--- src/inc/pibarb_pkg.sv ---
// pibarb_pkg: constants and types for the priority interrupt break arbiter
// assumes a 12-bit processor word, 15-bit stack and vector addresses
package pibarb_pkg;
  localparam int NUM_LEVELS   = 15;          // external request levels
  localparam int LEVEL_W      = 4;           // level code width
  localparam int NUM_CHAN     = 3;           // data break channels
  localparam int WORD_W       = 12;          // processor word width
  localparam int ADDR_W       = 15;          // field plus address
  localparam int PUSH_CYCLES  = 5;           // memory cycles per push/pop
  localparam int SLOT_W       = 3;           // slot counter width
  localparam logic [LEVEL_W-1:0] CPU_LEVEL = 4'hF;  // octal 17, lowest
  localparam logic [SLOT_W-1:0]  LAST_SLOT = 3'h4;  // fifth cycle index
  localparam logic [SLOT_W-1:0]  VEC_SLOT  = 3'h1;  // second push cycle
  localparam logic [SLOT_W-1:0]  SLOT_ZERO = 3'h0;  // first cycle index
  localparam logic [ADDR_W-1:0]  ADDR_ONE  = 15'h0001; // stack step
  localparam int VEC_LVL_LSB  = 1;           // level sits above bit 0
  localparam int PREWIRED_SRC = 9;           // levels for prewired options

  // break cycle sequencer states
  typedef enum logic [1:0] {
    PIB_IDLE,
    PIB_PUSH,
    PIB_POP
  } pibarb_seq_t;
endpackage : pibarb_pkg

--- src/pibarb_arbiter.sv ---
// pibarb_arbiter: priority interrupt unit with break multiplexer
// assumes memory control pulses memCycleDone once per granted break cycle
// and the core supplies state words; levels sampled on sampleTick
`timescale 1ns/10ps
module pibarb_arbiter #(
  parameter int NLEV = pibarb_pkg::NUM_LEVELS,
  parameter int NCH  = pibarb_pkg::NUM_CHAN
) (
  input  wire logic                              core_clk,
  input  wire logic                              sys_rst,
  input  wire logic                              sampleTick,
  input  wire logic [NLEV-1:0]                   extLevelRequest,
  input  wire logic [NCH-1:0]                    extBreakReq,
  input  wire logic                              intrInhibit,
  input  wire logic                              flagA,
  input  wire logic                              jumpReturnInhibitInstr,
  input  wire logic                              dataInstrFieldInstr,
  input  wire logic                              loadInstrFieldInstr,
  input  wire logic                              restoreCmd,
  input  wire logic                              memCycleDone,
  input  wire logic [pibarb_pkg::ADDR_W-1:0]     stackBase,
  input  wire logic                              stackLoad,
  input  wire logic [pibarb_pkg::ADDR_W-1:0]     vectorBase,
  input  wire logic                              levelAck,
  input  wire logic [pibarb_pkg::WORD_W-1:0]     memReadData,
  output logic [pibarb_pkg::LEVEL_W-1:0]         trialLevelCode,
  output logic [pibarb_pkg::LEVEL_W-1:0]         presentLevel,
  output logic                                   priorityAccepted,
  output logic                                   pushSeqFf,
  output logic                                   intrBreakReqFf,
  output logic                                   intrReqAccepted,
  output logic                                   muxIntrReqFf,
  output logic                                   muxIntrGrant,
  output logic                                   muxBreakGrant,
  output logic [NCH-1:0]                         channelBreakEnable,
  output logic [pibarb_pkg::ADDR_W-1:0]          stackAddr,
  output logic                                   stackWrite,
  output logic [pibarb_pkg::SLOT_W-1:0]          saveSlot,
  output logic                                   pcLoad,
  output logic [pibarb_pkg::ADDR_W-1:0]          pcVector,
  output logic                                   restoreLoad,
  output logic [pibarb_pkg::WORD_W-1:0]          restoreData
);

  // all state of the arbiter in one record
  typedef struct packed {
    logic [NLEV-1:0]                     levelRequestFf;  // latched levels
    logic [pibarb_pkg::LEVEL_W-1:0]      trial;      // registered trial
    logic [pibarb_pkg::LEVEL_W-1:0]      present;    // present level
    logic [pibarb_pkg::LEVEL_W-1:0]      pending;    // level being pushed
    logic                                prioOk;     // accepted flag
    logic                                push;       // push sequence flop
    logic                                restore;    // restore flop
    logic                                brkReq;     // interrupt break req
    logic                                reqOk;      // request accepted
    logic                                muxIntr;    // mux interrupt flop
    logic                                grantI;     // interrupt grant
    logic                                grantB;     // data break grant
    logic [NCH-1:0]                      chanEn;     // per-channel enable
    pibarb_pkg::pibarb_seq_t             seq;        // sequencer state
    logic [pibarb_pkg::SLOT_W-1:0]       slot;       // cycle within push or pop
    logic [pibarb_pkg::ADDR_W-1:0]       sp;         // stack pointer
    logic                                wr;         // write strobe level
    logic                                pcLd;       // vector load pulse
    logic [pibarb_pkg::ADDR_W-1:0]       vec;        // vector address
    logic                                rdLd;       // restore load pulse
    logic [pibarb_pkg::WORD_W-1:0]       rdData;     // restored word
  } pibarb_st_t;
  pibarb_st_t st_q, st_d;

  logic [NLEV-1:0]                levSync;    // synchronised levels
  logic [NCH-1:0]                 brkSync;    // synchronised break lines
  logic                           anyLevel;   // some level requesting
  logic [pibarb_pkg::LEVEL_W-1:0] encCode;    // encoder output
  logic                           cpuOk;      // processor not critical
  logic                           anyBreak;   // any data break pending
  logic                           newerWins;  // strict priority compare

  // lowest set index wins; used for channel choice
  function automatic logic [NCH-1:0] pickFirst(input logic [NCH-1:0] v);
    logic [NCH-1:0] r;
    r = '0;
    for (int i = NCH - 1; i >= 0; i--) begin
      if (v[i]) begin
        r = '0;
        r[i] = 1'b1;
      end
    end
    return r;
  endfunction : pickFirst

  // level pins come from other devices, so synchronise them
  pibarb_sync #(.W(NLEV)) uLevSync (
    .core_clk (core_clk),
    .sys_rst  (sys_rst),
    .asyncIn  (extLevelRequest),
    .syncOut  (levSync)
  );

  // break request pins, same treatment
  pibarb_sync #(.W(NCH)) uBrkSync (
    .core_clk (core_clk),
    .sys_rst  (sys_rst),
    .asyncIn  (extBreakReq),
    .syncOut  (brkSync)
  );

  pibarb_prio_enc #(.N(NLEV)) uEnc (
    .reqVec (st_q.levelRequestFf),
    .anyReq (anyLevel),
    .code   (encCode)
  );

  // qualifying terms
  always_comb begin
    cpuOk = !intrInhibit && flagA && !jumpReturnInhibitInstr &&
            !dataInstrFieldInstr && !loadInstrFieldInstr;
    anyBreak = |brkSync;
    // new minus present must be negative
    newerWins = anyLevel &&
      ($signed({1'b0, st_q.trial}) - $signed({1'b0, st_q.present}) < 0);
  end

  // next-state logic
  always_comb begin
    st_d      = st_q;
    st_d.pcLd = 1'b0;
    st_d.rdLd = 1'b0;

    // levels latch at the timing pulse; a serviced level
    // clears on acknowledge, but a request in the same cycle wins
    if (levelAck) begin
      st_d.levelRequestFf[st_q.pending] = 1'b0;
    end
    if (sampleTick) begin
      st_d.levelRequestFf = st_d.levelRequestFf | levSync;
    end
    st_d.trial = anyLevel ? encCode : pibarb_pkg::CPU_LEVEL;

    // accepted level; push sets once idle
    st_d.prioOk = newerWins;
    if (st_q.prioOk && newerWins && st_q.seq == pibarb_pkg::PIB_IDLE &&
        !st_q.push && !st_q.restore) begin
      st_d.push    = 1'b1;
      st_d.pending = st_q.trial;
    end
    if (restoreCmd && !st_q.push && st_q.seq == pibarb_pkg::PIB_IDLE) begin
      st_d.restore = 1'b1;
    end

    // push or restore raises break request
    st_d.brkReq = st_q.push || st_q.restore;
    // break request gated by processor status
    st_d.reqOk = st_q.brkReq && cpuOk;
    // accepted request sets mux interrupt flop
    if (st_q.reqOk) begin
      st_d.muxIntr = 1'b1;
    end

    // data break lines, line 0 first
    st_d.chanEn = pickFirst(brkSync);
    st_d.grantB = anyBreak;
    // interrupt only when all lines quiet
    st_d.grantI = st_q.muxIntr && !anyBreak;

    if (stackLoad && st_q.seq == pibarb_pkg::PIB_IDLE) begin
      st_d.sp = stackBase;
    end

    unique case (st_q.seq)
      pibarb_pkg::PIB_IDLE: begin
        st_d.slot = pibarb_pkg::SLOT_ZERO;
        if (st_q.grantI) begin
          st_d.seq = st_q.push ? pibarb_pkg::PIB_PUSH : pibarb_pkg::PIB_POP;
          st_d.wr  = st_q.push;
          if (!st_q.push) begin
            st_d.sp = st_q.sp - pibarb_pkg::ADDR_ONE;
          end
        end
      end
      pibarb_pkg::PIB_PUSH: begin
        if (memCycleDone) begin
          // vector on second cycle; per level
          if (st_q.slot == pibarb_pkg::VEC_SLOT) begin
            st_d.pcLd = 1'b1;
            st_d.vec  = vectorBase |
              (pibarb_pkg::ADDR_W'(st_q.pending) << pibarb_pkg::VEC_LVL_LSB);
          end
          st_d.sp = st_q.sp + pibarb_pkg::ADDR_ONE;
          if (st_q.slot == pibarb_pkg::LAST_SLOT) begin
            st_d.seq     = pibarb_pkg::PIB_IDLE;
            st_d.wr      = 1'b0;
            st_d.push    = 1'b0;
            st_d.muxIntr = 1'b0;
            st_d.grantI  = 1'b0;
            st_d.brkReq  = 1'b0;
            st_d.reqOk   = 1'b0;
            st_d.present = st_q.pending;
          end else begin
            st_d.slot = st_q.slot + 3'h1;
          end
        end
      end
      pibarb_pkg::PIB_POP: begin
        if (memCycleDone) begin
          st_d.rdLd   = 1'b1;
          st_d.rdData = memReadData;
          if (st_q.slot == pibarb_pkg::LAST_SLOT) begin
            st_d.seq     = pibarb_pkg::PIB_IDLE;
            st_d.restore = 1'b0;
            st_d.muxIntr = 1'b0;
            st_d.grantI  = 1'b0;
            st_d.brkReq  = 1'b0;
            st_d.reqOk   = 1'b0;
            // pointer back at the popped frame base
            st_d.present = pibarb_pkg::LEVEL_W'(memReadData);
          end else begin
            st_d.sp   = st_q.sp - pibarb_pkg::ADDR_ONE;
            st_d.slot = st_q.slot + 3'h1;
          end
        end
      end
      // spare code of the two-bit state field: fall back to idle
      default: begin
        st_d.seq = pibarb_pkg::PIB_IDLE;
      end
    endcase
  end

  // reset clears flops, level returns to processor
  always_ff @(posedge core_clk) begin
    if (sys_rst) begin
      st_q         <= '0;
      st_q.present <= pibarb_pkg::CPU_LEVEL;
      st_q.trial   <= pibarb_pkg::CPU_LEVEL;
      st_q.seq     <= pibarb_pkg::PIB_IDLE;
    end else begin
      st_q <= st_d;
    end
  end

  // outputs straight from the state record
  assign trialLevelCode     = st_q.trial;
  assign presentLevel       = st_q.present;
  assign priorityAccepted   = st_q.prioOk;
  assign pushSeqFf          = st_q.push;
  assign intrBreakReqFf     = st_q.brkReq;
  assign intrReqAccepted    = st_q.reqOk;
  assign muxIntrReqFf       = st_q.muxIntr;
  assign muxIntrGrant       = st_q.grantI;
  assign muxBreakGrant      = st_q.grantB;
  assign channelBreakEnable = st_q.chanEn;
  assign stackAddr          = st_q.sp;
  assign stackWrite         = st_q.wr;
  assign saveSlot           = st_q.slot;
  assign pcLoad             = st_q.pcLd;
  assign pcVector           = st_q.vec;
  assign restoreLoad        = st_q.rdLd;
  assign restoreData        = st_q.rdData;

  // checks
  // reset state
  chk_reset_level: assert property (@(posedge core_clk)
    sys_rst |=> presentLevel == pibarb_pkg::CPU_LEVEL && !pushSeqFf)
    else $error("present level not processor after reset");
  chk_grant_strict: assert property (@(posedge core_clk)
    disable iff (sys_rst) priorityAccepted |->
    $past(trialLevelCode) < $past(presentLevel))
    else $error("grant without strictly higher level");
  chk_push_brkreq: assert property (@(posedge core_clk)
    disable iff (sys_rst) $rose(pushSeqFf) |=> intrBreakReqFf)
    else $error("push did not raise break request");
  chk_cpu_critical: assert property (@(posedge core_clk)
    disable iff (sys_rst) intrReqAccepted |-> $past(cpuOk))
    else $error("accepted while processor critical");
  chk_mux_set: assert property (@(posedge core_clk)
    disable iff (sys_rst) intrReqAccepted &&
    !(memCycleDone && saveSlot == pibarb_pkg::LAST_SLOT) |=> muxIntrReqFf)
    else $error("mux interrupt flop not set");
  // no interrupt grant with breaks pending
  chk_break_first: assert property (@(posedge core_clk)
    disable iff (sys_rst) $rose(muxIntrGrant) |-> !$past(anyBreak))
    else $error("interrupt granted over data break");
  chk_chan_onehot: assert property (@(posedge core_clk)
    disable iff (sys_rst) $onehot0(channelBreakEnable) &&
    (muxBreakGrant == |channelBreakEnable))
    else $error("channel enables not one-hot");
  // pointer steps up on push cycle
  chk_push_incr: assert property (@(posedge core_clk)
    disable iff (sys_rst) st_q.seq == pibarb_pkg::PIB_PUSH && memCycleDone
    |=> stackAddr == $past(stackAddr) + pibarb_pkg::ADDR_ONE)
    else $error("stack pointer not incremented");
  // vector load only on second cycle
  chk_vec_slot: assert property (@(posedge core_clk)
    disable iff (sys_rst) pcLoad |-> $past(saveSlot) == pibarb_pkg::VEC_SLOT)
    else $error("vector loaded on wrong cycle");
  chk_pop_decr: assert property (@(posedge core_clk)
    disable iff (sys_rst) st_q.seq == pibarb_pkg::PIB_POP && memCycleDone &&
    saveSlot != pibarb_pkg::LAST_SLOT
    |=> stackAddr == $past(stackAddr) - pibarb_pkg::ADDR_ONE)
    else $error("stack pointer not decremented");

  cov_push: cover property (@(posedge core_clk) $fell(pushSeqFf));
  cov_pop: cover property (@(posedge core_clk) $fell(st_q.restore));
  cov_break: cover property (@(posedge core_clk) muxBreakGrant &&
    muxIntrReqFf);
  cov_vector: cover property (@(posedge core_clk) pcLoad);
endmodule : pibarb_arbiter

--- src/pibarb_prio_enc.sv ---
// pibarb_prio_enc: lowest-index-wins encoder over the request flops
// assumes purely combinational use inside the arbiter
`timescale 1ns/10ps
module pibarb_prio_enc #(
  parameter int N = pibarb_pkg::NUM_LEVELS
) (
  input  wire logic [N-1:0]                     reqVec,
  output logic                                  anyReq,
  output logic [pibarb_pkg::LEVEL_W-1:0]        code
);
  // scan from lowest priority up so level 0 ends up winning
  always_comb begin
    anyReq = 1'b0;
    code   = pibarb_pkg::CPU_LEVEL;
    for (int i = N - 1; i >= 0; i--) begin
      if (reqVec[i]) begin
        anyReq = 1'b1;
        code   = pibarb_pkg::LEVEL_W'(i);
      end
    end
  end
endmodule : pibarb_prio_enc

--- src/pibarb_sync.sv ---
// pibarb_sync: three-stage synchroniser with agreement filter
// assumes async inputs; output changes once stages two and three agree
`timescale 1ns/10ps
module pibarb_sync #(
  parameter int W = 1
) (
  input  wire logic         core_clk,
  input  wire logic         sys_rst,
  input  wire logic [W-1:0] asyncIn,
  output logic      [W-1:0] syncOut
);
  typedef struct packed {
    logic [W-1:0] s1;
    logic [W-1:0] s2;
    logic [W-1:0] s3;
    logic [W-1:0] out;
  } pibarb_sync_st_t;
  pibarb_sync_st_t st_q, st_d;

  // only s2 reads s1; filter looks at s2 and s3
  always_comb begin
    st_d     = st_q;
    st_d.s1  = asyncIn;
    st_d.s2  = st_q.s1;
    st_d.s3  = st_q.s2;
    for (int i = 0; i < W; i++) begin
      if (st_q.s2[i] == st_q.s3[i]) begin
        st_d.out[i] = st_q.s3[i];
      end
    end
  end

  always_ff @(posedge core_clk) begin
    if (sys_rst) begin
      st_q <= '0;
    end else begin
      st_q <= st_d;
    end
  end

  assign syncOut = st_q.out;
endmodule : pibarb_sync

--- config.mk ---
export PLATFORM = sky130hd
export DESIGN_NAME = pibarb_arbiter
export DESIGN_NICKNAME = d
export VERILOG_FILES = /design/src/inc/pibarb_pkg.sv /design/src/pibarb_arbiter.sv /design/src/pibarb_prio_enc.sv /design/src/pibarb_sync.sv
export SDC_FILE = /design/constraint.sdc
export NUM_CORES = 1
export LEC_CHECK = 0
export ABC_AREA = 1
export BUFFER_PORTS_ARGS = -buffer_cell sky130_fd_sc_hd__buf_2
export CELL_PAD_IN_SITES_DETAIL_PLACEMENT = 1
export CELL_PAD_IN_SITES_GLOBAL_PLACEMENT = 1
export CORE_ASPECT_RATIO = 2
export CORE_MARGIN = 2
export CORE_UTILIZATION = 30
export CTS_BUF_LIST = sky130_fd_sc_hd__clkbuf_8
export DETAILED_ROUTE_END_ITERATION = 16
export GPL_TIMING_DRIVEN = 0
export HOLD_SLACK_MARGIN = 0.06
export PLACE_DENSITY = 0.65
export SETUP_SLACK_MARGIN = 0.2
export SLEW_MARGIN = 15
export SYNTH_ARGS = -nofsm -noshare
export SYNTH_HDL_FRONTEND = slang
export SYNTH_SLANG_ARGS = --single-unit
--- constraint.sdc ---
create_clock -name core_clk -period 3.03 [get_ports core_clk]
set_clock_uncertainty 0.2 [all_clocks]
set_input_delay 0.606 -clock core_clk [delete_from_list [all_inputs] [get_ports core_clk]]
set_output_delay 0.606 -clock core_clk [all_outputs]
set_load 0.01 [all_outputs]
==> metrics, run 1 <==
RSZ-0062 raised after global routing false; Setup Total Neg Slack 0 ns; routed vias between 6k and 7k; DP Wirelength 17800 um; vias in the first global route 6898; type of origin of the critical path flip-flop; Lkg Pwr roughly 4 nW; clk_lat worst skew 0.49 ns; DRT iter0 DRCs roughly 170; Starting Density approximately 30%; H-tree depth 4; synthesized area 0.00725 mm2; syn nets 1039; Critical path buffers and inverters 3; Synth async-reset ratio 0%; max-slew violations 0; crit-path cells inv_1, ha_1, buf_2, nand2_2, buf_2, mux2_2, nand2_1, a21oi_2; GRT Overall Usage between 10% and 20%; drt first pass iters 4; die area between 0.02 and 0.03 mm2; I/O pins 138; post-synthesis simple-gate area fraction 22.4%; Fin. Hold Viols 0; Max Root-Sink Buffers 2; WL/cell 15.6 um; EDFF count, synth 0; pin count of the biggest net entering global routing 17; Peak Freq 443 MHz; CORE AREA 0.0238 mm2; Setup-failing EPs final 0; drt total wl around 22000 um; Crit Path Max Fanout 10; critical path arrival 2.41 ns; CP max stage delay ~0.40 ns; WS Path Type flip-flop to flip-flop; relative slew slack 51.3%; layout cell share with drive strength beyond 1 about a quarter; Final min period 2.26 ns; worst-margin pin slew 0.730 ns; post-CTS setup buffers 0; CTS tree built; Synth Instances 955; Yosys cell types 47; sequential-to-total area share from yosys stat 44.2%; Most used DFF post-synth dfxtp_1; CP dominant cell by count buf_2; first-pass GRT wire length 34400 um; Reg clk slew, reported paths 0.09 ns; Critical Path Sink Type flip-flop; final net count 1196; Max VDD drop 0.388 mV; Final Cycle Share 74.5%; post-route ant nets 0; syn avg cell area 7.59 um2; grt ovf 0; Row Count 80; CTS resizes 0; Port Buffer Count 137; # DRC 0; #FFs+latches synth 160; Compound-Gate Fraction of Synth Area 13.5%; initial antenna violation count 1; Root Driver clkbuf_8; hold_ws about 0.12 ns; TritonCTS buffer count 17; max cap viols 0; adder-cell share of the synthesized area 2.07%; synth warn 0; Placement Setup Slack 0.738 ns; Die Span Y 224 um; data required time of the worst path 3.19 ns; Via density 4.64; clock net sink count between 150 and 200; main combinational cell family by area after synthesis simple AND/OR/NAND/NOR gates; mux cell area share after synthesis about 1.7%; Final WS setup 0.774 ns; status completed; crit-path leading delay family buffers and inverters; Placer Congestion 0.901; Die W between 100 and 150 um; worst min-delay path category input pin to flip-flop; Synth Area in XOR/XNOR 1.09%; area grow syn2layout 19.5%; pwr dens 463 mW/mm2; CP max stage cell dfxtp_1
cell families after synthesis:
logic type      Yosys count
compound gates          178
xor+xnor                  9
fa+ha+maj                12
buf+inv                 216
flops                   160
mux                      11
simple gates            369
placed cells by master (no fill, tap or decap), types with 5 or more instances in the layout:
| cell | count |
|---|---|
| nand4_1 | 6 |
| xor2_1 | 7 |
| o21ai_1 | 5 |
| o21ai_0 | 75 |
| clkbuf_8 | 22 |
| nand2_1 | 133 |
| a21oi_1 | 69 |
| nand2_2 | 11 |
| nor2_1 | 159 |
| mux2_2 | 11 |
| o211ai_1 | 6 |
| dfxtp_1 | 160 |
| inv_1 | 121 |
| clkbuf_1 | 16 |
| ha_1 | 12 |
| nor3_1 | 8 |
| buf_2 | 144 |
| o22ai_1 | 8 |
| nand3_1 | 27 |
| inv_2 | 7 |
| buf_4 | 59 |
| nor2_2 | 7 |
repair_timing:
item	CTS	global route
hold endpoints to repair	1	0
endpoints found under the setup margin	0	0
hold buffers	1	0
cell type report:
type,count,area (um2)
inverters,128,483
diodes,1,2.50
flip-flops and latches,160,3200
plain buffers,88,606
repair buffers,138,696
multi-input cells,579,2960
clock inverters,11,66.3
fillers,3014,15200
clock buffers,21,289
well taps,287,359
state kept, by name, indices dropped and copies added (netlist names), 6 cells and up:
name              count
uBrkSync.st_d         6
uLevSync.st_d        30
st_q                 22
stackAddr            15
restoreData          12
pcVector             15
uLevSync.syncOut     15
uLevSync.st_q        15
per-layer routing:
layer | global-route usage [%] | vias up | wire (um) | part of all wire [%]
met5 | 0 | - | 0 | 0
li1 | - | 3275 | - | -
met4 | 8.97 | 0 | 748 | 3.4
met2 | 38.3 | 121 | 13700 | 62
met3 | 3.00 | 36 | 605 | 2.7
met1 | 14.9 | 3124 | 7010 | 32
path summary, 6_finish.rpt:
kind	slack (ns)	to	cells past startpoint	start
worst min-delay path	0.12	uLevSync.st_d[39]	3	extLevelRequest[9]
worst min register to register	0.20	uBrkSync.st_d[3]	2	uBrkSync.st_d[6]
worst max-delay path	0.77	stackAddr[9]	8	st_q[48]
worst max register to register	0.77	stackAddr[9]	8	st_q[48]
through the flow:
step                instance area [um2]  util (%)  std cells  power, mW
floorplan                          7250         -        955       2.47
global placement                   8300      34.8       1379       2.61
detailed placement                 8300      34.8       1379       2.62
CTS                                8660      36.4       1412       4.08
global route                       8670      36.4       1413       4.20
finish                             8670      36.4       1413       4.01
cells in the mapped netlist (all sizes together) (3+ instances only):
cell type  number  area, um2
a211oi          5       42.5
a21oi          71        363
buf            70        523
clkbuf         17       73.8
dfxtp         160       3200
ha             12        150
inv           127        479
mux2           11        124
nand2         145        579
nand3          32        193
nand4           6       37.5
nor2          170        694
nor3           11       76.3
nor4            3       33.8
o211ai          6       45.0
o21ai          82        418
o22ai          10       82.6
xor2            7       61.3
worst min-delay path, cell delays in order:
cell and delay [ns]:
buf_2 0.07, inv_1 0.03, nor2_1 0.06
report_power, final:
part | switching, mW | total (mW) | internal [mW]
Combinational | 0.221 | 0.377 | 0.156
Sequential | 0.0376 | 2.19 | 2.15
Clock | 0.806 | 1.45 | 0.641
Total | 1.06 | 4.01 | 2.94
Note: power is estimated with default switching activity, not from simulation.
==> run 2, diff against run 1 <==
--- a/config.mk
+++ b/config.mk
@@ -5,7 +5,7 @@
 export SDC_FILE = /design/constraint.sdc
 export NUM_CORES = 1
 export LEC_CHECK = 0
-export ABC_AREA = 1
+export ABC_AREA = 0
 export BUFFER_PORTS_ARGS = -buffer_cell sky130_fd_sc_hd__buf_2
 export CELL_PAD_IN_SITES_DETAIL_PLACEMENT = 1
 export CELL_PAD_IN_SITES_GLOBAL_PLACEMENT = 1
@@ -16,7 +16,7 @@
 export DETAILED_ROUTE_END_ITERATION = 16
 export GPL_TIMING_DRIVEN = 0
 export HOLD_SLACK_MARGIN = 0.06
-export PLACE_DENSITY = 0.65
+export PLACE_DENSITY = 0.67
 export SETUP_SLACK_MARGIN = 0.2
 export SLEW_MARGIN = 15
 export SYNTH_ARGS = -nofsm -noshare
==> constraint.sdc (replaced) <==
create_clock -name core_clk -period 1.84 [get_ports core_clk]
set_clock_uncertainty 0.2 [all_clocks]
set_input_delay 0.368 -clock core_clk [delete_from_list [all_inputs] [get_ports core_clk]]
set_output_delay 0.368 -clock core_clk [all_outputs]
set_load 0.01 [all_outputs]
==> run 2 against run 1 <==
Net effect: the flow now finishes with violations (setup timing); global-route usage rose by 2.9 points; critical path depth up 1; power up 77%; worst setup slack lost 1.3 ns; fmax is 3.3% lower; combinational power grew 150%; core utilization increased by 14 points; via count is 6.4% higher; sequential power is 63% higher; die area down 4.1%; synthesized area down 4.2%; flip-flop and latch count stayed put.
==> metrics, run 2 <==
status finished with violations; failing checks setup timing; critical path arrival 2.49 ns; Final WS setup -0.492 ns; Synth async-reset ratio 0%; Reg clk slew, reported paths 0.09 ns; DRT iter0 DRCs 256; RR Endpoint stackAddr[9]; pin count of the biggest net entering global routing 17; Lkg Pwr approximately 4.7 nW; drt first pass iters 4; EDFF count, synth 0; Die Span Y 219 um; Critical path buffers and inverters 3; area of the multi-input gates about 0.0039 mm2; Setup-failing EPs final 59; Final min period 2.33 ns; final cell count without fillers 1385; Root Driver clkbuf_8; GRT busiest layer met2; # DRC 0; Most used DFF post-synth dfxtp_1; Setup Total Neg Slack -13.45 ns; type of origin of the critical path flip-flop; data required time of the worst path 2.00 ns; area fraction of the dominant cell type after synthesis 46.1%; synthesized area 0.00695 mm2; TritonCTS buffer count 17; sequential-to-total area share from yosys stat 46.1%; Yosys cell types between 60 and 70; routed vias 6978; worst min-delay path category input pin to flip-flop; Final Cycle Share 127%; H-tree depth 4; GRT Overall Usage 20.9%; Port Buffer Count 136; WL/cell between 20 and 25 um; clk_lat worst skew between 0.4 and 0.5 ns; Max VDD drop 0.854 mV; Post-synth top cells 160 x dfxtp_1, 119 x nand2_1, 75 x a21oi_1; I/O pins 138; sequential cell area 0.00333 mm2; CP max stage cell dfxtp_4; Crit Path Max Fanout 4; count leader, synth dfxtp_1; syn nets roughly 890; most common cell after layout, fill and taps aside buf_6; relative slew slack a little under three fifths; die area 0.0245 mm2; Peak Freq ~430 MHz; synth warn 0; Synth Instances 803; drt total wl about 28000 um; fillers 2555; Via density 5.04; initial antenna violation count 0; RR Startpoint st_q[49]; met2 Use GR 43.5%; crit-path leading delay family compound AO/OA/AOI/OAI gates; vias in the first global route 7326; final net count 1176; RSZ-0062 raised after global routing true; HP Start stackBase[10]; CTS tree built; M3 GR Usage 3.78%; CP max stage delay about 0.37 ns; pwr dens slightly above 600 mW/mm2; Max Root-Sink Buffers 2; grt ovf 0; Pwr Total 7.11 mW; clock net sink count 160; Critical Path Sink Type flip-flop; Hold Crit Endpoint stackAddr[10]; max-slew violations 0; first-pass GRT wire length 38900 um; max reg flops 30; Die W 112 um; Row Count 78; max cap viols 0; CP dominant cell by count buf_6; Hold Crit Depth 4; crit-path cells buf_6, ha_4, a32o_2, nor4_4, buf_4, or2_4, buf_6, a21oi_2, a311o_1; area grow syn2layout 64.0%; reg2reg setup slack -0.49 ns; critical path depth in cells 9; worst-case reg-to-reg path depth 9; layout cell share with drive strength beyond 1 about 48%; area leader, netlist dfxtp_1; Fin. Hold Viols 0; CORE AREA ~0.023 mm2; syn avg cell area between 8 and 9 um2; post-route ant nets 0; DP Wirelength 17500 um; #FFs+latches synth 160; met1 GRT Util 16.8%; most frequent cells in the layout 134 x buf_6, 102 x dfxtp_1, 87 x nand2_1; n_diodes 0; worst-margin pin slew 0.641 ns; WS Path Type flip-flop to flip-flop; Placer Congestion 0.867; placed cells 1219; Starting Density 30.5%; top post-synthesis cells by area dfxtp_1 46%, nand2_1 6.4%, buf_4 6.2%, a21oi_1 5.4%, nor2b_1 5.1%
## run 2: changes by cell type after synthesis, moves of 14 or more
cell,delta
inv_1,-103
nor3_1,+15
nor2_1,-124
nor2b_1,+57
o21ai_0,-29
nand3_1,-19
nand2_1,-14
mux2i_1,+18
## run 2: cell type report
class	instances	area share, %
inverters	18	0.725
clock inverters	11	0.922
multi-input cells	525	34.1
repair buffers	270	20.6
well taps	280	3.07
clock buffers	21	2.54
flip-flops and latches	160	29.2
plain buffers	100	8.81
## run 2: logic make-up (layout without fill, tap and decap cells)
kind of cell               Yosys count  after routing  share of synthesized area, %
DFF                                160            160                          46.1
buffers and inverters              118            420                          9.80
adders and majority gates           12             12                          2.16
muxes                               18             18                          2.59
xor gates and xnor gates            10             10                          1.26
and+or+nand+nor                    301            301                          22.2
AOI/OAI and AO/OA                  184            184                          15.8
## run 2: how the worst max path moves through the flow
stage / startpoint / slack, ns / end
final: st_q[49] / -0.49 / stackAddr[9]
after global routing: st_q[49] / -0.54 / stackAddr[12]
after CTS: st_q[49] / -0.44 / stackAddr[9]
after detailed placement: st_q[49] / -0.68 / stackAddr[9]
after global placement: saveSlot[1] / -0.67 / stackAddr[9]
after floorplan: st_q[48] / -0.22 / stackAddr[10]
## run 2: worst min-delay path, stage by stage
cell and delay (ns):
buf_2 0.07, nand2_1 0.04, a21oi_1 0.12, a311o_1 0.14
## run 2: through the flow
| stage | hold slack, ns | util (%) | instance area (um2) | setup slack (ns) |
|---|---|---|---|---|
| after floorplan | 0.214 | - | 7180 | -0.216 |
| after global placement | 0.216 | 36.1 | 8210 | -0.668 |
| after detailed placement | 0.226 | 36.1 | 8210 | -0.684 |
| after CTS | 0.0604 | 46.8 | 10600 | -0.440 |
| after global routing | 0.0856 | 50.1 | 11400 | -0.541 |
| final | 0.0893 | 50.1 | 11400 | -0.492 |
## run 2: per-layer routing
metal	wire length, um	part of all wire [%]
met1	8870	32
met2	16300	59
met3	761	2.7
met4	1780	6.4
met5	0	0
## run 2: timing repair
action	in CTS	in global routing
hold buffers	63	0
setup endpoints to repair	136	128
pin swaps	60	59
cloned	2	1
hold endpoints to repair	68	0
setup buffers	41	27
gates resized for setup	286	138
## run 2: power breakdown
part	total [mW]	internal, mW	leakage [nW]	switching [mW]
combinational	0.925	0.479	3.13	0.446
clock	2.61	1.22	0.190	1.39
sequential	3.57	3.52	1.33	0.0538
total	7.11	5.21	4.65	1.89
==> run 3, diff against run 2 <==
--- a/config.mk
+++ b/config.mk
@@ -7,8 +7,8 @@
 export LEC_CHECK = 0
 export ABC_AREA = 0
 export BUFFER_PORTS_ARGS = -buffer_cell sky130_fd_sc_hd__buf_2
-export CELL_PAD_IN_SITES_DETAIL_PLACEMENT = 1
-export CELL_PAD_IN_SITES_GLOBAL_PLACEMENT = 1
+export CELL_PAD_IN_SITES_DETAIL_PLACEMENT = 0
+export CELL_PAD_IN_SITES_GLOBAL_PLACEMENT = 2
 export CORE_ASPECT_RATIO = 2
 export CORE_MARGIN = 2
 export CORE_UTILIZATION = 30
@@ -16,7 +16,7 @@
 export DETAILED_ROUTE_END_ITERATION = 16
 export GPL_TIMING_DRIVEN = 0
 export HOLD_SLACK_MARGIN = 0.06
-export PLACE_DENSITY = 0.67
+export PLACE_DENSITY = 0.8
 export SETUP_SLACK_MARGIN = 0.2
 export SLEW_MARGIN = 15
 export SYNTH_ARGS = -nofsm -noshare
==> run 3 against run 2 <==
Net effect: critical path depth is 3 lower; highest routed layer unchanged; power increased by 0.51%; the run still ends with setup timing left; worst setup slack gained 0.037 ns; final area is 2.0% lower; final cell count is 0.65% lower; clock power increased by 5%; combinational power shrank 9.8%; first-iteration DRC count decreased by 2.3%; core utilization fell by 1.0 points; sequential power hardly changed; routed wire length shrank 13%.
==> metrics, run 3 (synthesis results as in run 2) <==
GRT Overall Usage 19.6%; CTS tree built; Die W 112 um; DP Wirelength 16800 um; RSZ-0062 raised after global routing true; routed vias around 6.7k; clock net sink count 160; Pint 5.35 mW; most frequent cells in the layout 135 x buf_6, 100 x dfxtp_1, 96 x nand2_1; I/O pins 138; Port Buffer Count 136; Clock power frac around two fifths; die area 0.0245 mm2; drt total wl 24200 um; status finished with violations; type of origin of the critical path flip-flop; H-tree depth 4; Placer Congestion 0.862; Root Driver clkbuf_8; clk_lat worst skew 0.48 ns; sw power around 1.8 mW; final net count around 1.2k; worst-case reg-to-reg path depth 6; Final min period approximately 2.3 ns; CP dominant cell by count o21ai_0; Via density around 4.8; Placement Setup Slack -0.662 ns; Hold Crit Depth 4; pin count of the biggest net entering global routing 17; GRT busiest layer met2; Sw Ratio between 20% and 30%; Flop pwr share 50.1%; Fin. Hold Viols 0; vias in the first global route approximately 6.8k; Hold Crit Endpoint restoreData[10]; Peak Freq 436 MHz; Crit Path Max Fanout 10; CP max stage cell a311o_1; met1 GRT Util 17.2%; worst min-delay path category input pin to flip-flop; most common cell after layout, fill and taps aside buf_6; RR Startpoint stackAddr[2]; Final WS setup -0.455 ns; Starting Density just over 30%; Critical path buffers and inverters 1; fillers roughly 2.2k; Max VDD drop roughly 0.63 mV; initial antenna violation count 0; worst-margin pin slew 0.623 ns; first-pass GRT wire length 36300 um; critical path arrival 2.45 ns; max-slew violations 0; max cap viols 0; post-route ant nets 0; crit-path leading delay family compound AO/OA/AOI/OAI gates; layout cell share with drive strength beyond 1 45.3%; relative slew slack 58.5%; met2 Use GR 39.5%; crit-path cells clkbuf_2, nor3_2, nand2_1, o21ai_0, o21ai_0, a311o_1; # DRC 0; Setup-failing EPs final 43; RR Endpoint stackAddr[9]; combinational fraction of design power 11.7%; data required time of the worst path 2.00 ns; WS Path Type flip-flop to flip-flop; TritonCTS buffer count 17; Die Span Y 219 um; drt first pass iters 4; reg2reg setup slack -0.46 ns; HP Start memCycleDone; Finished Core Util 49.1%; Final Cycle Share 125%; DRT iter0 DRCs between 200 and 300; n_diodes 0; CP max stage delay 0.39 ns; grt ovf 0; critical path depth in cells 6; Row Count 78; pwr dens 640 mW/mm2; Critical Path Sink Type flip-flop; area grow syn2layout 60.7%; max reg flops 30; Lkg Pwr approximately 4.5 nW; M3 GR Usage 3.42%; Reg clk slew, reported paths 0.09 ns; Max Root-Sink Buffers 2; WL/cell about 18 um; CORE AREA 0.0227 mm2; hold_ws 0.0891 ns; failing checks setup timing
[run 3: cell types whose count changed in the layout (fill, tap and decap cells not counted), sizes merged]
cell         change
clkbuf           +2
buf             -12
dlygate4sd3      -1
clkinv           -1
inv              +4
bufinv           +2
clkinvlp         -3
[run 3: timing repair]
action / 4_1_cts / 5_1_grt
endpoints found under the hold margin: 65 / 0
endpoints found under the setup margin: 127 / 143
setup buffers: 49 / 11
gates cloned: 3 / 0
hold buffers: 62 / 0
pin swaps: 47 / 44
gates resized for setup: 284 / 106
[run 3: final cells by class]
| class | instances | area (um2) | area share [%] |
|---|---|---|---|
| Multi-Input combinational cell | 525 | 3730 | 33.4 |
| Sequential cell | 160 | 3320 | 29.7 |
| Inverter | 18 | 80.1 | 0.717 |
| Clock buffer | 19 | 262 | 2.34 |
| Buffer | 100 | 992 | 8.89 |
| Tap cell | 280 | 350 | 3.14 |
| Clock inverter | 13 | 144 | 1.29 |
| Timing Repair Buffer | 261 | 2280 | 20.5 |
[run 3: worst min-delay path: cells and delay by family]
kind                   cells  cell delay, ns
buffers and inverters      1            0.14
AND/OR/NAND/NOR            2            0.16
AO/OA/AOI/OAI              1            0.05
[run 3: worst max path at each step]
stage                       startpoint            end  slack, ns
after floorplan               st_q[48]  stackAddr[10]      -0.22
after global placement        st_q[49]   stackAddr[9]      -0.68
after detailed placement      st_q[49]   stackAddr[9]      -0.66
after CTS                     st_q[49]   stackAddr[9]      -0.42
after global routing          st_q[48]   stackAddr[9]      -0.51
final                     stackAddr[2]   stackAddr[9]      -0.46
[run 3: power by group through the flow]
stage,clock network (mW),logic [mW],registers [mW]
2_1_floorplan,0,0.363,3.65
3_3_place_gp,0,0.582,3.67
3_5_place_dp,0,0.584,3.67
4_1_cts,2.83,0.802,3.58
5_1_grt,2.97,0.896,3.59
6_report,2.73,0.834,3.58
[run 3: through the flow]
stage | setup TNS, ns | cell area, um2 | cells | total power [mW]
2_1_floorplan | -1.09 | 7180 | 803 | 4.02
6_report | -8.33 | 11200 | 1376 | 7.14
3_5_place_dp | -28.06 | 8210 | 1219 | 4.26
4_1_cts | -7.29 | 10700 | 1365 | 7.21
5_1_grt | -11.54 | 11200 | 1376 | 7.45
3_3_place_gp | -29.50 | 8210 | 1219 | 4.25
[run 3: metal layers]
layer,routed length [um],share of wire [%],vias to the layer above
li1,-,-,3269
met1,7900,33,3135
met3,634,2.6,68
met2,14200,59,180
met5,0,0,-
met4,1430,5.9,0
